## config.mk

```make
export PLATFORM = sky130hd
export DESIGN_NAME = mdsfa_top
export DESIGN_NICKNAME = d
export VERILOG_FILES = /design/src/mdsfa_prio_sec.v /design/src/mdsfa_ocp_latch.v /design/src/mdsfa_top.v
export VERILOG_INCLUDE_DIRS = /design/src /design/src/src
export SDC_FILE = /design/constraint.sdc
export NUM_CORES = 1
export LEC_CHECK = 0
export BUFFER_PORTS_ARGS = -buffer_cell sky130_fd_sc_hd__buf_2
export CORE_AREA = 2 2 92 94
export CTS_CLUSTER_DIAMETER = 40
export DETAILED_ROUTE_END_ITERATION = 6
export DIE_AREA = 0 0 94 96
export GPL_TIMING_DRIVEN = 0
export HOLD_SLACK_MARGIN = 0.12
export PLACE_DENSITY = 0.77
export SYNTH_ARGS = -nofsm -noshare
export SYNTH_HDL_FRONTEND = slang
export SYNTH_SLANG_ARGS = --single-unit
```

## constraint.sdc

```tcl
create_clock -name mclk -period 4.4 [get_ports mclk]
set_input_delay 0 -clock mclk [delete_from_list [all_inputs] [get_ports mclk]]
set_output_delay 0 -clock mclk [all_outputs]
set_load 0.02 [all_outputs]
```

## src/mdsfa_defs.vh

```
// Purpose: Shared constants of the driver state and fault arbiter
// Assumes: 10 MHz mclk
// Notes: Times in ns, cycle counts derived from the clock period
`ifndef MDSFA_DEFS_VH
`define MDSFA_DEFS_VH
`define MDSFA_CLK_NS 100
// Converter ramp timeout, ns
`define MDSFA_CONV_TMO_NS 2000000
`define MDSFA_CONV_TMO_CYC (`MDSFA_CONV_TMO_NS / `MDSFA_CLK_NS)
// Logic rail start delay and soft start, ns
`define MDSFA_RAIL_DLY_NS 100000
`define MDSFA_RAIL_DLY_CYC (`MDSFA_RAIL_DLY_NS / `MDSFA_CLK_NS)
// Functional states
`define MDSFA_ST_OFF 4'h0
`define MDSFA_ST_SUPPLY 4'h1
`define MDSFA_ST_CFG 4'h2
`define MDSFA_ST_CONV 4'h3
`define MDSFA_ST_SENSE 4'h4
`define MDSFA_ST_RAIL 4'h5
`define MDSFA_ST_STBY 4'h6
`define MDSFA_ST_PUMP 4'h7
`define MDSFA_ST_ACTIVE 4'h8
`define MDSFA_ST_RFAIL 4'h9
`define MDSFA_ST_STOP 4'ha
// Section sizes
`define MDSFA_NSUP 5
`define MDSFA_NOTH 8
`endif

```

## src/mdsfa_prio_sec.v

```verilog
// Purpose: One fault arbitration section with priority and hold
// Assumes: Bit 0 is the highest priority request
// Notes: Holds the serviced fault until it is released
`timescale 1ns/1ps
`default_nettype none
module mdsfa_prio_sec #(
    parameter N = 8,
    parameter FIRST_COME = 1
) (
    input wire mclk, // Clock
    input wire rst, // Async reset, active high
    input wire [N-1:0] req, // Fault condition levels
    output reg [N-1:0] grant_reg // One-hot serviced fault
);
    reg [N-1:0] pick;
    integer i;
    // Lowest index wins a tie
    always @* begin
        pick = {N{1'b0}};
        for (i = N - 1; i >= 0; i = i - 1) begin
            if (req[i]) begin
                pick = {N{1'b0}};
                pick[i] = 1'b1;
            end
        end
    end
    // Hold serviced fault until its condition goes away
    always @(posedge mclk or posedge rst) begin
        if (rst) begin
            grant_reg <= {N{1'b0}};
        end else if (|(grant_reg & req)) begin
            if (FIRST_COME == 0) begin
                grant_reg <= pick;
            end
        end else begin
            grant_reg <= pick;
        end
    end
endmodule
`default_nettype wire

```

## src/mdsfa_ocp_latch.v

```verilog
// Purpose: Latched leg overcurrent flag with clearability tracking
// Assumes: pwm_period_end marks each PWM period end
// Notes: Clear only honoured once clearable
`timescale 1ns/1ps
`default_nettype none
module mdsfa_ocp_latch (
    input wire mclk, // Clock
    input wire rst, // Async reset
    input wire ocp_event, // Overcurrent event level
    input wire count_mode, // 1 counting mode, 0 immediate
    input wire pwm_period_end, // Pulse at PWM period end
    input wire in_standby, // Standby entered
    input wire clear_latched_bit, // Clear latched pulse
    output reg latched_reg // Latched fault flag
);
    reg quiet_reg;
    reg clearable;
    // Track a PWM period end since the last event
    always @(posedge mclk or posedge rst) begin
        if (rst) begin
            quiet_reg <= 1'b1;
        end else if (ocp_event) begin
            quiet_reg <= 1'b0;
        end else if (pwm_period_end) begin
            quiet_reg <= 1'b1;
        end
    end
    // Clearable condition per mode
    always @* begin
        if (count_mode) begin
            clearable = (quiet_reg & ~ocp_event) | in_standby;
        end else begin
            clearable = ~ocp_event;
        end
    end
    // Set wins over clear
    always @(posedge mclk or posedge rst) begin
        if (rst) begin
            latched_reg <= 1'b0;
        end else if (ocp_event) begin
            latched_reg <= 1'b1;
        end else if (clear_latched_bit && clearable) begin
            latched_reg <= 1'b0;
        end
    end
endmodule
`default_nettype wire

```

## src/mdsfa_top.v

```verilog
// Purpose: Functional state machine and fault arbiter of a gate driver
// Assumes: All inputs synchronous to mclk; analog checks arrive as levels
// Notes: Clear bits are one-cycle pulses from the serial port logic
// Overview of operation
// - Converter waits for supply and enable both
// - No PWM to gates before driver enable
// - Low-side pump first, high-side after
// - PWM path only after both pump lockouts
// - Reset lands in powered-down state
// - Check supply, read config, fault stops
// - Converter ramp timeout shuts down, stops
// - Optional sense; gain source select bit
// - Rail ramp with delay, then await enable
// - Pump ramp enables pumps, then operate
// - Enable falling in operation returns standby
// - Rail failure halts until supply toggle
// - Stop refuses serial until enable toggle
// - Pick highest priority; other section holds until condition ends
// - Two sections, lowest index wins
// - Other faults: first come, ties by priority
// - Section actions ORed onto fault pin
// - Non-latched: status held, action ends
// - Status clears only on clear writes
// - Latched leg overcurrent clear conditions
// - Pump lockout faults pull gates down once granted
// - Rail over-volt/current only reported
`timescale 1ns/1ps
`default_nettype none
`include "mdsfa_defs.vh"
module mdsfa_top #(
    parameter CONV_TMO = `MDSFA_CONV_TMO_CYC,
    parameter RAIL_DLY = `MDSFA_RAIL_DLY_CYC
) (
    input wire mclk, // Clock 10 MHz
    input wire rst, // Async reset, active high
    input wire supply_uvlo_ok, // Main supply lockout released
    input wire supply_enable_pin, // Supply enable above threshold
    input wire cfg_read_done, // Configuration fetch done
    input wire cfg_read_fault, // Configuration fetch fault
    input wire converter_ok, // Converter output at target
    input wire sense_enable, // Sense pin sampling enabled
    input wire gain_source_select, // 0 gain register, 1 analog pins
    input wire [3:0] gain_reg_value, // Gain from register
    input wire [3:0] gain_pin_value, // Gain sensed from pins
    input wire logic_rail_ok, // Logic rail at target
    input wire logic_rail_ovlo, // Logic rail overvoltage
    input wire logic_rail_ocp, // Logic rail overcurrent
    input wire [4:0] supply_fault_in, // Supply fault conditions B0..B4
    input wire [7:0] other_fault_in, // Other fault conditions F0..F7
    input wire driver_enable_pin, // Driver enable
    input wire low_side_pump_ok, // Low-side pump above lockout
    input wire high_side_pump_ok, // High-side pump above lockout
    input wire [5:0] pwm_in, // PWM inputs
    input wire leg_ocp_latch_en, // Leg overcurrent latched mode
    input wire leg_ocp_count_mode, // Leg overcurrent counting mode
    input wire pwm_period_end, // PWM period end pulse
    input wire clear_faults_bit, // Clear faults pulse
    input wire clear_latched_bit, // Clear latched pulse
    output reg [3:0] state_reg, // Functional state
    output reg converter_en_reg, // Converter switching enable
    output reg logic_rail_en_reg, // Logic rail regulator enable
    output reg low_pump_en_reg, // Low-side pump enable
    output reg high_pump_en_reg, // High-side pump enable
    output reg [5:0] gate_out_reg, // Gate drive, high then low sides
    output reg gate_pulldown_reg, // Slewed gate pull-down active
    output reg [3:0] amp_gain_reg, // Sense amplifier gain
    output reg serial_ok_reg, // Serial access allowed
    output reg [4:0] supply_fault_status_reg, // Supply status
    output reg [7:0] functional_fault_status_reg, // Functional status
    output reg leg_ocp_latched_reg, // Latched leg fault copy
    output wire fault_out_n // Fault pin, active low
);
    reg [3:0] state_next;
    reg [31:0] cnt_reg;
    reg driver_enable_pin_d_reg;
    reg supply_en_d_reg;
    reg sense_done_reg;
    wire [4:0] sup_req;
    wire [7:0] oth_req;
    wire [4:0] sup_grant;
    wire [7:0] oth_grant;
    wire leg_latched;
    wire active;
    wire stby;
    wire drv_rise;
    wire drv_fall;
    wire sup_toggle;
    localparam [31:0] CONV_TMO_W = CONV_TMO;
    localparam [31:0] RAIL_DLY_W = RAIL_DLY;

    assign active = (state_reg == `MDSFA_ST_ACTIVE);
    assign stby = (state_reg == `MDSFA_ST_STBY) || (state_reg == `MDSFA_ST_PUMP);
    assign drv_rise = driver_enable_pin & ~driver_enable_pin_d_reg;
    assign drv_fall = ~driver_enable_pin & driver_enable_pin_d_reg;
    assign sup_toggle = supply_enable_pin & ~supply_en_d_reg;

    // Fault requests qualified by state; F1/F2 share pump lockouts
    assign sup_req = {supply_fault_in[4],
                      supply_fault_in[3] | (logic_rail_ocp & (stby | active)),
                      supply_fault_in[2],
                      supply_fault_in[1] | (logic_rail_ovlo & (stby | active)),
                      supply_fault_in[0]};
    assign oth_req = {other_fault_in[7:5],
                      other_fault_in[4] | leg_latched,
                      other_fault_in[3],
                      other_fault_in[2:1] | {2{active & ~high_side_pump_ok}}
                          | {2{active & ~low_side_pump_ok}},
                      other_fault_in[0]};

    // Supply section: pure priority, re-evaluated each cycle
    mdsfa_prio_sec #(.N(`MDSFA_NSUP), .FIRST_COME(0)) u_sup (
        .mclk(mclk),
        .rst(rst),
        .req(sup_req),
        .grant_reg(sup_grant)
    );
    // Other section: first come holds, ties by priority
    mdsfa_prio_sec #(.N(`MDSFA_NOTH), .FIRST_COME(1)) u_oth (
        .mclk(mclk),
        .rst(rst),
        .req(oth_req),
        .grant_reg(oth_grant)
    );
    // Latched leg overcurrent
    mdsfa_ocp_latch u_ocp (
        .mclk(mclk),
        .rst(rst),
        .ocp_event(other_fault_in[4] & leg_ocp_latch_en & active),
        .count_mode(leg_ocp_count_mode),
        .pwm_period_end(pwm_period_end),
        .in_standby(stby),
        .clear_latched_bit(clear_latched_bit),
        .latched_reg(leg_latched)
    );

    // Fault pin from both sections; grants end with condition
    assign fault_out_n = ~(|sup_grant | |oth_grant);

    // Next state
    always @* begin
        state_next = state_reg;
        case (state_reg)
            `MDSFA_ST_OFF: begin
                if (supply_uvlo_ok && supply_enable_pin) begin
                    state_next = `MDSFA_ST_SUPPLY;
                end
            end
            `MDSFA_ST_SUPPLY: begin
                if (!supply_enable_pin) begin
                    state_next = `MDSFA_ST_OFF;
                end else if (supply_uvlo_ok) begin
                    state_next = `MDSFA_ST_CFG;
                end
            end
            `MDSFA_ST_CFG: begin
                if (cfg_read_fault) begin
                    state_next = `MDSFA_ST_STOP;
                end else if (cfg_read_done) begin
                    state_next = `MDSFA_ST_CONV;
                end
            end
            `MDSFA_ST_CONV: begin
                if (converter_ok) begin
                    state_next = `MDSFA_ST_SENSE;
                end else if (cnt_reg >= CONV_TMO_W - 32'h1) begin
                    state_next = `MDSFA_ST_STOP;
                end
            end
            `MDSFA_ST_SENSE: begin
                if (!sense_enable || sense_done_reg) begin
                    state_next = `MDSFA_ST_RAIL;
                end
            end
            `MDSFA_ST_RAIL: begin
                if (cnt_reg >= RAIL_DLY_W - 32'h1 && logic_rail_ok) begin
                    state_next = `MDSFA_ST_STBY;
                end else if (cnt_reg >= CONV_TMO_W - 32'h1) begin
                    state_next = `MDSFA_ST_STOP;
                end
            end
            `MDSFA_ST_STBY: begin
                if (!logic_rail_ok) begin
                    state_next = `MDSFA_ST_RFAIL;
                end else if (driver_enable_pin) begin
                    state_next = `MDSFA_ST_PUMP;
                end
            end
            `MDSFA_ST_PUMP: begin
                if (!logic_rail_ok) begin
                    state_next = `MDSFA_ST_RFAIL;
                end else if (!driver_enable_pin) begin
                    state_next = `MDSFA_ST_STBY;
                end else if (low_side_pump_ok && high_side_pump_ok) begin
                    state_next = `MDSFA_ST_ACTIVE;
                end
            end
            `MDSFA_ST_ACTIVE: begin
                if (!logic_rail_ok) begin
                    state_next = `MDSFA_ST_RFAIL;
                end else if (!driver_enable_pin) begin
                    state_next = `MDSFA_ST_STBY;
                end
            end
            `MDSFA_ST_RFAIL: begin
                if (sup_toggle) begin
                    state_next = `MDSFA_ST_OFF;
                end
            end
            `MDSFA_ST_STOP: begin
                if (drv_rise || sup_toggle) begin
                    state_next = `MDSFA_ST_OFF;
                end
            end
            default: begin
                state_next = `MDSFA_ST_OFF;
            end
        endcase
    end

    // State, timer and edge registers
    always @(posedge mclk or posedge rst) begin
        if (rst) begin
            state_reg <= `MDSFA_ST_OFF;
            cnt_reg <= 32'h0;
            driver_enable_pin_d_reg <= 1'b0;
            supply_en_d_reg <= 1'b0;
            sense_done_reg <= 1'b0;
        end else begin
            state_reg <= state_next;
            driver_enable_pin_d_reg <= driver_enable_pin;
            supply_en_d_reg <= supply_enable_pin;
            sense_done_reg <= (state_reg == `MDSFA_ST_SENSE);
            if (state_next != state_reg) begin
                cnt_reg <= 32'h0;
            end else begin
                cnt_reg <= cnt_reg + 32'h1;
            end
        end
    end

    // Block outputs per state
    always @(posedge mclk or posedge rst) begin
        if (rst) begin
            converter_en_reg <= 1'b0;
            logic_rail_en_reg <= 1'b0;
            low_pump_en_reg <= 1'b0;
            high_pump_en_reg <= 1'b0;
            gate_out_reg <= 6'h00;
            gate_pulldown_reg <= 1'b0;
            amp_gain_reg <= 4'h0;
            serial_ok_reg <= 1'b0;
        end else begin
            // Converter runs from ramp onward, also after rail failure
            converter_en_reg <= (state_next >= `MDSFA_ST_CONV)
                && (state_next != `MDSFA_ST_STOP);
            logic_rail_en_reg <= (state_next >= `MDSFA_ST_RAIL)
                && (state_next <= `MDSFA_ST_ACTIVE);
            // Low-side first; high-side once low-side is built
            low_pump_en_reg <= (state_next == `MDSFA_ST_PUMP)
                || (state_next == `MDSFA_ST_ACTIVE);
            high_pump_en_reg <= ((state_next == `MDSFA_ST_PUMP) && low_side_pump_ok)
                || (state_next == `MDSFA_ST_ACTIVE);
            // PWM path gated by state, enable and granted pump faults
            gate_pulldown_reg <= |oth_grant[2:1];
            if (state_next == `MDSFA_ST_ACTIVE && driver_enable_pin && !(|oth_grant[2:1])) begin
                gate_out_reg <= pwm_in;
            end else begin
                gate_out_reg <= 6'h00;
            end
            if (state_reg == `MDSFA_ST_SENSE) begin
                amp_gain_reg <= gain_source_select ? gain_pin_value : gain_reg_value;
            end
            serial_ok_reg <= (state_next >= `MDSFA_ST_STBY)
                && (state_next != `MDSFA_ST_STOP);
        end
    end

    // Sticky status, set wins over clear
    always @(posedge mclk or posedge rst) begin
        if (rst) begin
            supply_fault_status_reg <= 5'h00;
            functional_fault_status_reg <= 8'h00;
            leg_ocp_latched_reg <= 1'b0;
        end else begin
            supply_fault_status_reg <= sup_req
                | (clear_faults_bit ? 5'h00 : supply_fault_status_reg);
            functional_fault_status_reg <= oth_req
                | (clear_faults_bit ? 8'h00 : functional_fault_status_reg);
            leg_ocp_latched_reg <= leg_latched;
        end
    end
endmodule
`default_nettype wire

```

==> key figures, run 1 <==
CTS
  • Clock-pin slew on the worst setup and hold paths: 0.09 ns
  • Clock buffer depth: 2
  • Post-CTS setup buffers: 0
  • Clk sink count: 84
  • CTS tree: built
  • CTS root buf: clkbuf_8
  • H-tree depth: 3
  • TritonCTS Buffers: 9
  • Clock Latency Late Sink: 0.37 ns

GRT
  • First-pass GRT wire length: 17,500 µm
  • Initial antenna violation count: 0
  • Gr usage total: 24.6%
  • Pin count of the biggest net entering global routing: 44
  • Number of global-route vias before repair: 3,815
  • Grt total ovfl: 0

Pwr
  • Internal Power: between 1.5 and 2 mW
  • Power per cell area: about 550 mW/mm²
  • Gate power share: 47.7%
  • Net Switching: 1.24 mW
  • Pleak: 2.53 nW
  • Power Total: 2.99 mW
  • Reg power frac: 31.3%
  • Peak supply drop: between 0.0003 and 0.0004 V
  • Net switching fraction of the power: between 40% and 50%
  • Clock Power Share: 21.0%

Placement
  • IO buf count: 79
  • Routability Congestion: 0.887
  • HPWL Detailed: roughly 7000 µm

Logic synthesis
  • Synth Instances: ~420
  • Simple logic cell fraction of the synthesized area: 25.1%
  • Cell variety after synth: slightly above 60
  • Syn avg cell area: 10.2 µm²
  • Ys async rst share: between 90% and 100%
  • Synth Area in Adders: 0.294%
  • Syn_nets: 467
  • Fraction of the mapped netlist area in compound gates: between 10% and 20%
  • YS warnings: 0
  • Post-synthesis xor/xnor area fraction: under 10%
  • #FFs+latches synth: 84
  • Post-synth EDFFs: 0
  • Top_reg_cell synth: dfrtp_1
  • Post-synthesis mux area share: 1.70%
  • Post-Synthesis Cell Area: 0.00426 mm²
  • Post-synthesis sequential area ratio: 49.4%
  • Largest family of logic cells by synthesized area: simple AND/OR/NAND/NOR gates

Timing
  • Tightest Pin Transition: 0.924 ns
  • Tcrit/Tclk final: about 72%
  • Rel. slew slack: between 30% and 40%
  • Clock Skews: 0.0150 ns
  • Final-report hold violation count: 0
  • Setup TNS: 0 ns
  • Fmax: 315 MHz
  • RSZ-0062 raised after global routing: no
  • Tmin final: 3.17 ns
  • Final setup vio count: 0
  • Slew Viols, Final: 0

Layout
  • Max reg flops: 32
  • ANT cells: 0
  • Fillcell total: 635
  • Commonest non-fill, non-tap cell in the layout: buf_2
  • Utilization after layout: 67.8%
  • Share of layout cells above drive strength 1: 22.6%
  • Layout Nets: 600
  • Most frequent cells in the layout: buf_2, dfrtp_1, dlygate4sd3_1
  • P&R area growth vs syn: 28.1%

Die
  • Initial Util: 52.9%
  • Core box area: 0.00805 mm²
  • FP Rows: 33
  • Ports: 82
  • Die Ht: roughly 96 µm
  • Die area: 0.00902 mm²
  • DIE WIDTH: 94 µm

Critical path
  • Critical Path RT: 4.66 ns
  • Endpoint type of the worst setup path: register
  • Worst r2r path cells: 8
  • Critical path type: register to register
  • Crit path from: state_reg[0]
  • Critical R2R Launch: state_reg[0]
  • CP max FO: 10
  • Worst Path Arrival: 3.44 ns
  • Worst Setup Start Kind: register

Worst hold path
  • Min-Delay Path Class: input port to register
  • Worst hold stages: 4
  • Hold Startpoint: high_side_pump_ok

Routing
  • Post-DR vias/cell: 5.65
  • Vias: between 3,000 and 4,000
  • Antenna-violating nets left: 0
  • Final wirelength: between 10,000 and 15,000 µm
  • Wirelength per Cell: 15.6 µm
  • First-pass DRT Iterations: 4
  • DR iter-0 viols: around 180
  • Drt drc: 0

Run
  • Max cap viols: 0

Outcome
  • Outcome: completed
[final timing paths]
path	endpoint	slack, ns
min in group asynchronous	cnt_reg[26]	0.23
max reg2reg	u_sup.grant_reg[3]	1.23
max in group asynchronous	u_ocp.quiet_reg	3.51
min	functional_fault_status_reg[1]	0.16
min reg2reg	leg_ocp_latched_reg	0.46
max	u_sup.grant_reg[3]	1.23
[critical path: stages (launching register included)]
cell           delay, ns
dfrtp_1             0.39
buf_2               0.17
clkbuf_1            0.23
or4b_2              0.67
nand2_1             0.18
a21o_1              0.17
dlygate4sd3_1       0.64
nor4_1              0.07
dlygate4sd3_1       0.56
[routing by layer]
metal  global-route usage, %  routed length [µm]  up-vias
met4                    8.57                 228        0
met3                    6.50                 528       23
li1                        -                   -     1783
met1                    30.2                4480     1826
met2                    42.1                5080      105
met5                       0                   0        -
[what timing repair did]
item / 4_1_cts / 5_1_grt
hold buffers: 42 / 0
gates resized for setup: 0 / 0
endpoints found under the hold margin: 82 / 0
[cells in the mapped netlist (all sizes together), types with 6 or more instances]
| cell | count | share of area (%) |
|---|---|---|
| xor2 | 19 | 3.9 |
| a21oi | 9 | 1.1 |
| nand4 | 15 | 2.2 |
| and2 | 7 | 1.0 |
| xnor2 | 13 | 2.7 |
| nor2b | 6 | 0.88 |
| nor4 | 11 | 1.8 |
| nand3 | 16 | 1.9 |
| o21ai | 19 | 2.3 |
| clkbuf | 10 | 0.88 |
| a21o | 12 | 2.1 |
| dfrtp | 83 | 49 |
| nor3 | 36 | 4.2 |
| and3 | 12 | 1.8 |
| nand2 | 18 | 1.6 |
| nor2 | 27 | 2.4 |
| buf | 13 | 1.9 |
| inv | 18 | 1.6 |
[power groups by stage]
stage / clock, mW / combinational [mW] / sequential (mW)
after floorplan: 0 / 0.938 / 1.04
after CTS: 0.634 / 1.43 / 0.937
after detailed placement: 0 / 1.38 / 0.952
after global placement: 0 / 1.36 / 0.950
final: 0.628 / 1.43 / 0.939
after global routing: 0.677 / 1.57 / 0.951
[metrics by stage]
step / hold slack [ns] / cells / setup slack (ns) / cell area, µm²
after floorplan: 0.0314 / 419 / 1.89 / 4260
final: 0.163 / 662 / 1.23 / 5460
after detailed placement: 0.0932 / 604 / 1.44 / 4810
after global routing: 0.215 / 662 / 1.09 / 5460
after global placement: 0.162 / 603 / 1.31 / 4790
after CTS: 0.166 / 662 / 1.26 / 5460
[cell families after synthesis]
logic type,after synthesis
fa+ha+maj,1
mux,7
simple gates,186
buf+inv,42
flops,84
compound gates,67
xor+xnor,32
[final cells by class]
cell class	instances	area [µm²]	share of cell area (%)
buffer	23	120	2.20
clock buffer	11	141	2.59
clock inverter	5	85.1	1.56
inverter	19	73.8	1.35
multi-input combinational	293	1970	36.0
sequential	84	2100	38.5
tap	105	131	2.41
timing repair buffer	122	836	15.3
Power figures use the tool's default switching activity.
==> inputs of run 2 (changes only) <==
Settings changed: ABC_AREA set to 1, CORE_AREA 2 2 92 94 to 2 2 94 96, DIE_AREA 0 0 94 96 to 0 0 96 98.
Clock period 4.4 ns to 3.2 ns, I/O delays scaled along.
==> key figures, run 2 <==
Logic synthesis
  • Post-Synthesis Cell Area: 0.00446 mm² (+4.7%)
  • Post-synthesis sequential area ratio: 47.2% (-2.2 points)
  • Post-synth top area share: 46.6% (-2.2 points)
  • Post-synthesis mux area share: 0% (-1.7 points)
  • Cell variety after synth: 38 (-39%)
  • Area leader, netlist: dfrtp_1
  • Syn_nets: 599 (+28%)
  • Fraction of the mapped netlist area in compound gates: 6.42% (-6.1 points)
  • Post-synthesis xor/xnor area fraction: 5.69% (-0.88 points)
  • Simple logic cell fraction of the synthesized area: 31.5% (+6.5 points)
  • Most frequent cell after synthesis: nand2_1
  • Synth Instances: 551 (+32%)
  • Ys async rst share: 100% (unchanged)
  • YS warnings: 0 (unchanged)
  • Synth Area in Adders: 0.281% (-0.013 points)
  • Post-synth EDFFs: 0 (unchanged)
  • Syn avg cell area: 8.10 µm² (-20%)
  • Top_reg_cell synth: dfrtp_1
  • #FFs+latches synth: 84 (unchanged)
  • Most frequent cells after synthesis: nand2_1, inv_1, dfrtp_1
  • Synth area leaders: dfrtp_1, nand2_1, inv_1, nor2_1, xor2_1
  • Largest family of logic cells by synthesized area: simple AND/OR/NAND/NOR gates

Critical path
  • Critical Path RT: 3.49 ns (-1.17 ns)
  • Worst Setup Start Kind: register
  • Worst Path Arrival: 3.00 ns (-0.44 ns)
  • Endpoint type of the worst setup path: register
  • CP max FO: 8 (-2)
  • Critical R2R Launch: cnt_reg[0]
  • Critical path type: register to register
  • Worst r2r path cells: 13 (+5)
  • R2R Setup Slk: 0.49 ns (-0.73 ns)
  • RR Endpoint: gate_out_reg[4]

Die
  • DIE WIDTH: 96 µm (+2.1%)
  • FP Rows: 34 (+3.0%)
  • Die Ht: 98 µm (+2.1%)
  • Ports: 82 (unchanged)
  • Core box area: 0.00847 mm² (+5.1%)
  • Die area: 0.00941 mm² (+4.3%)
  • Initial Util: 52.7% (-0.24 points)

Layout
  • P&R area growth vs syn: 27.9%
  • Commonest non-fill, non-tap cell in the layout: nand2_1
  • Most frequent cells in the layout: nand2_1, inv_1, dfrtp_1
  • ANT cells: 0 (unchanged)
  • Max reg flops: 32 (unchanged)
  • Share of layout cells above drive strength 1: 23.1% (+0.43 points)
  • Layout Nets: 737 (+23%)

Timing
  • Tightest Pin Transition: 0.556 ns (-0.367 ns)
  • Slew Viols, Final: 0 (unchanged)
  • Clock Skews: 0.0154 ns (+0.000378 ns)
  • Fmax: 369 MHz (+17%)
  • Setup TNS: 0 ns (unchanged)
  • Tmin final: 2.71 ns (-0.466 ns)
  • Final setup vio count: 0 (unchanged)
  • Rel. slew slack: 62.6% (+25 points)
  • Tcrit/Tclk final: 84.6% (+12 points)
  • RSZ-0062 raised after global routing: no
  • Final-report hold violation count: 0 (unchanged)

Routing
  • DR iter-0 viols: 177 (unchanged)
  • Antenna-violating nets left: 0 (unchanged)
  • First-pass DRT Iterations: 5 (+1)
  • Drt drc: 0 (unchanged)
  • Vias: 4,100 (+9.7%)
  • Wirelength per Cell: 14.0 µm (-10%)
  • Final wirelength: 11,200 µm (+8.5%)
  • Post-DR vias/cell: 5.11 (-9.4%)

CTS
  • CTS tree: built
  • H-tree depth: 3 (unchanged)
  • Clk sink count: 84 (unchanged)
  • CTS root buf: clkbuf_8
  • Clock buffer depth: 2 (unchanged)
  • Clock-pin slew on the worst setup and hold paths: 0.10 ns (about the same)
  • Clock Latency Late Sink: 0.36 ns (about the same)
  • TritonCTS Buffers: 9 (unchanged)
  • Post-CTS setup buffers: 0 (unchanged)

Pwr
  • Power Total: 3.48 mW (+16%)
  • Power per cell area: 610 mW/mm² (+11%)
  • Pleak: 2.79 nW (+11%)
  • Peak supply drop: 0.000403 V (+13%)

Worst hold path
  • Min-Delay Path Class: input port to register
  • Endpoint, Worst Hold: state_reg[0]
  • Hold Startpoint: supply_uvlo_ok
  • Worst hold stages: 5 (+1)

Placement
  • HPWL Detailed: 7410 µm (+7.9%)
  • Routability Congestion: 0.890 (+0.32%)
  • IO buf count: 81 (+2.5%)

GRT
  • Gr usage total: 25.8% (+1.2 points)
  • Initial antenna violation count: 0 (unchanged)
  • Number of global-route vias before repair: 4,228 (+11%)
  • Grt total ovfl: 0 (unchanged)
  • First-pass GRT wire length: 19,100 µm (+9.5%)
  • Pin count of the biggest net entering global routing: 44 (unchanged)

Run
  • Max cap viols: 0 (unchanged)

Outcome
  • Outcome: completed
[run 2: cell types whose count changed after synthesis, sizes merged, moves of 7 or more]
cell,change
nor3,-8
clkbuf,-9
buf,-8
and3,-11
inv,+71
o21ai,+17
a21o,-12
nor2,+70
nand2,+93
xnor2,-9
and2,-7
[run 2: worst max-delay path: stages (launching register included)]
cell and delay (ns):
dfrtp_1 0.45, ha_1 0.26, nand2_1 0.13, nand3_1 0.08, nand2_1 0.08, nand4_1 0.11
nand2_1 0.12, nand2_1 0.06, nand2_1 0.08, nand2_2 0.11, nor2_1 0.20, nand4_2 0.22
nor2_1 0.16, dlygate4sd3_1 0.57
[run 2: what timing repair did]
action                                 in CTS  in global routing
hold buffers                               45                  0
endpoints found under the hold margin      98                  0
resized for setup                           0                  0
[run 2: layout make-up]
type	count	area (µm²)
well taps	108	135
clock inverters	7	105
repair buffers	127	876
clock buffers	9	124
fillers	651	2760
inverters	90	340
plain buffers	6	60.1
multi-input cells	371	1960
flip-flops and latches	84	2100
[run 2: where the power goes]
| group | switching, mW | internal (mW) | total [mW] |
|---|---|---|---|
| Sequential | 0.0908 | 1.20 | 1.29 |
| Clock | 0.438 | 0.454 | 0.892 |
| Combinational | 0.866 | 0.427 | 1.29 |
| Total | 1.40 | 2.08 | 3.48 |
[run 2: how the worst max path moves through the flow]
stage / cells after the start / slack, ns / from / to
3_3_place_gp: 2 / 0.12 / rst / supply_fault_status_reg[2]
2_1_floorplan: 1 / 1.04 / rst / amp_gain_reg[0]
4_1_cts: 13 / 0.52 / cnt_reg[0] / gate_out_reg[4]
6_report: 13 / 0.49 / cnt_reg[0] / gate_out_reg[4]
3_5_place_dp: 15 / 1.00 / cnt_reg[0] / cnt_reg[9]
5_1_grt: 13 / 0.15 / cnt_reg[0] / gate_out_reg[4]
[run 2: per-stage QoR]
step	cell area, µm²	util (%)	hold slack [ns]	worst slack, ns	std cells
final	5700	67.4	0.148	0.491	802
after global placement	5000	59.1	0.142	0.116	740
after CTS	5700	67.4	0.128	0.523	802
after floorplan	4460	-	0.0314	1.04	551
after detailed placement	5020	59.3	0.0867	1.00	741
after global routing	5700	67.4	0.181	0.153	802
[run 2: kinds of logic after synthesis]
kind of cell               after synthesis
DFF                                     84
buffers and inverters                   96
xor gates and xnor gates                29
adders and majority gates                1
AOI/OAI and AO/OA                       52
and+or+nand+nor                        289
[run 2: layer usage]
layer | global-route usage (%) | wire, µm | up-vias
met3 | 4.48 | 590 | 25
met2 | 43.9 | 5690 | 153
met1 | 32.2 | 4640 | 1894
met4 | 10.2 | 276 | 0
li1 | - | - | 2028
met5 | 0 | 0 | -
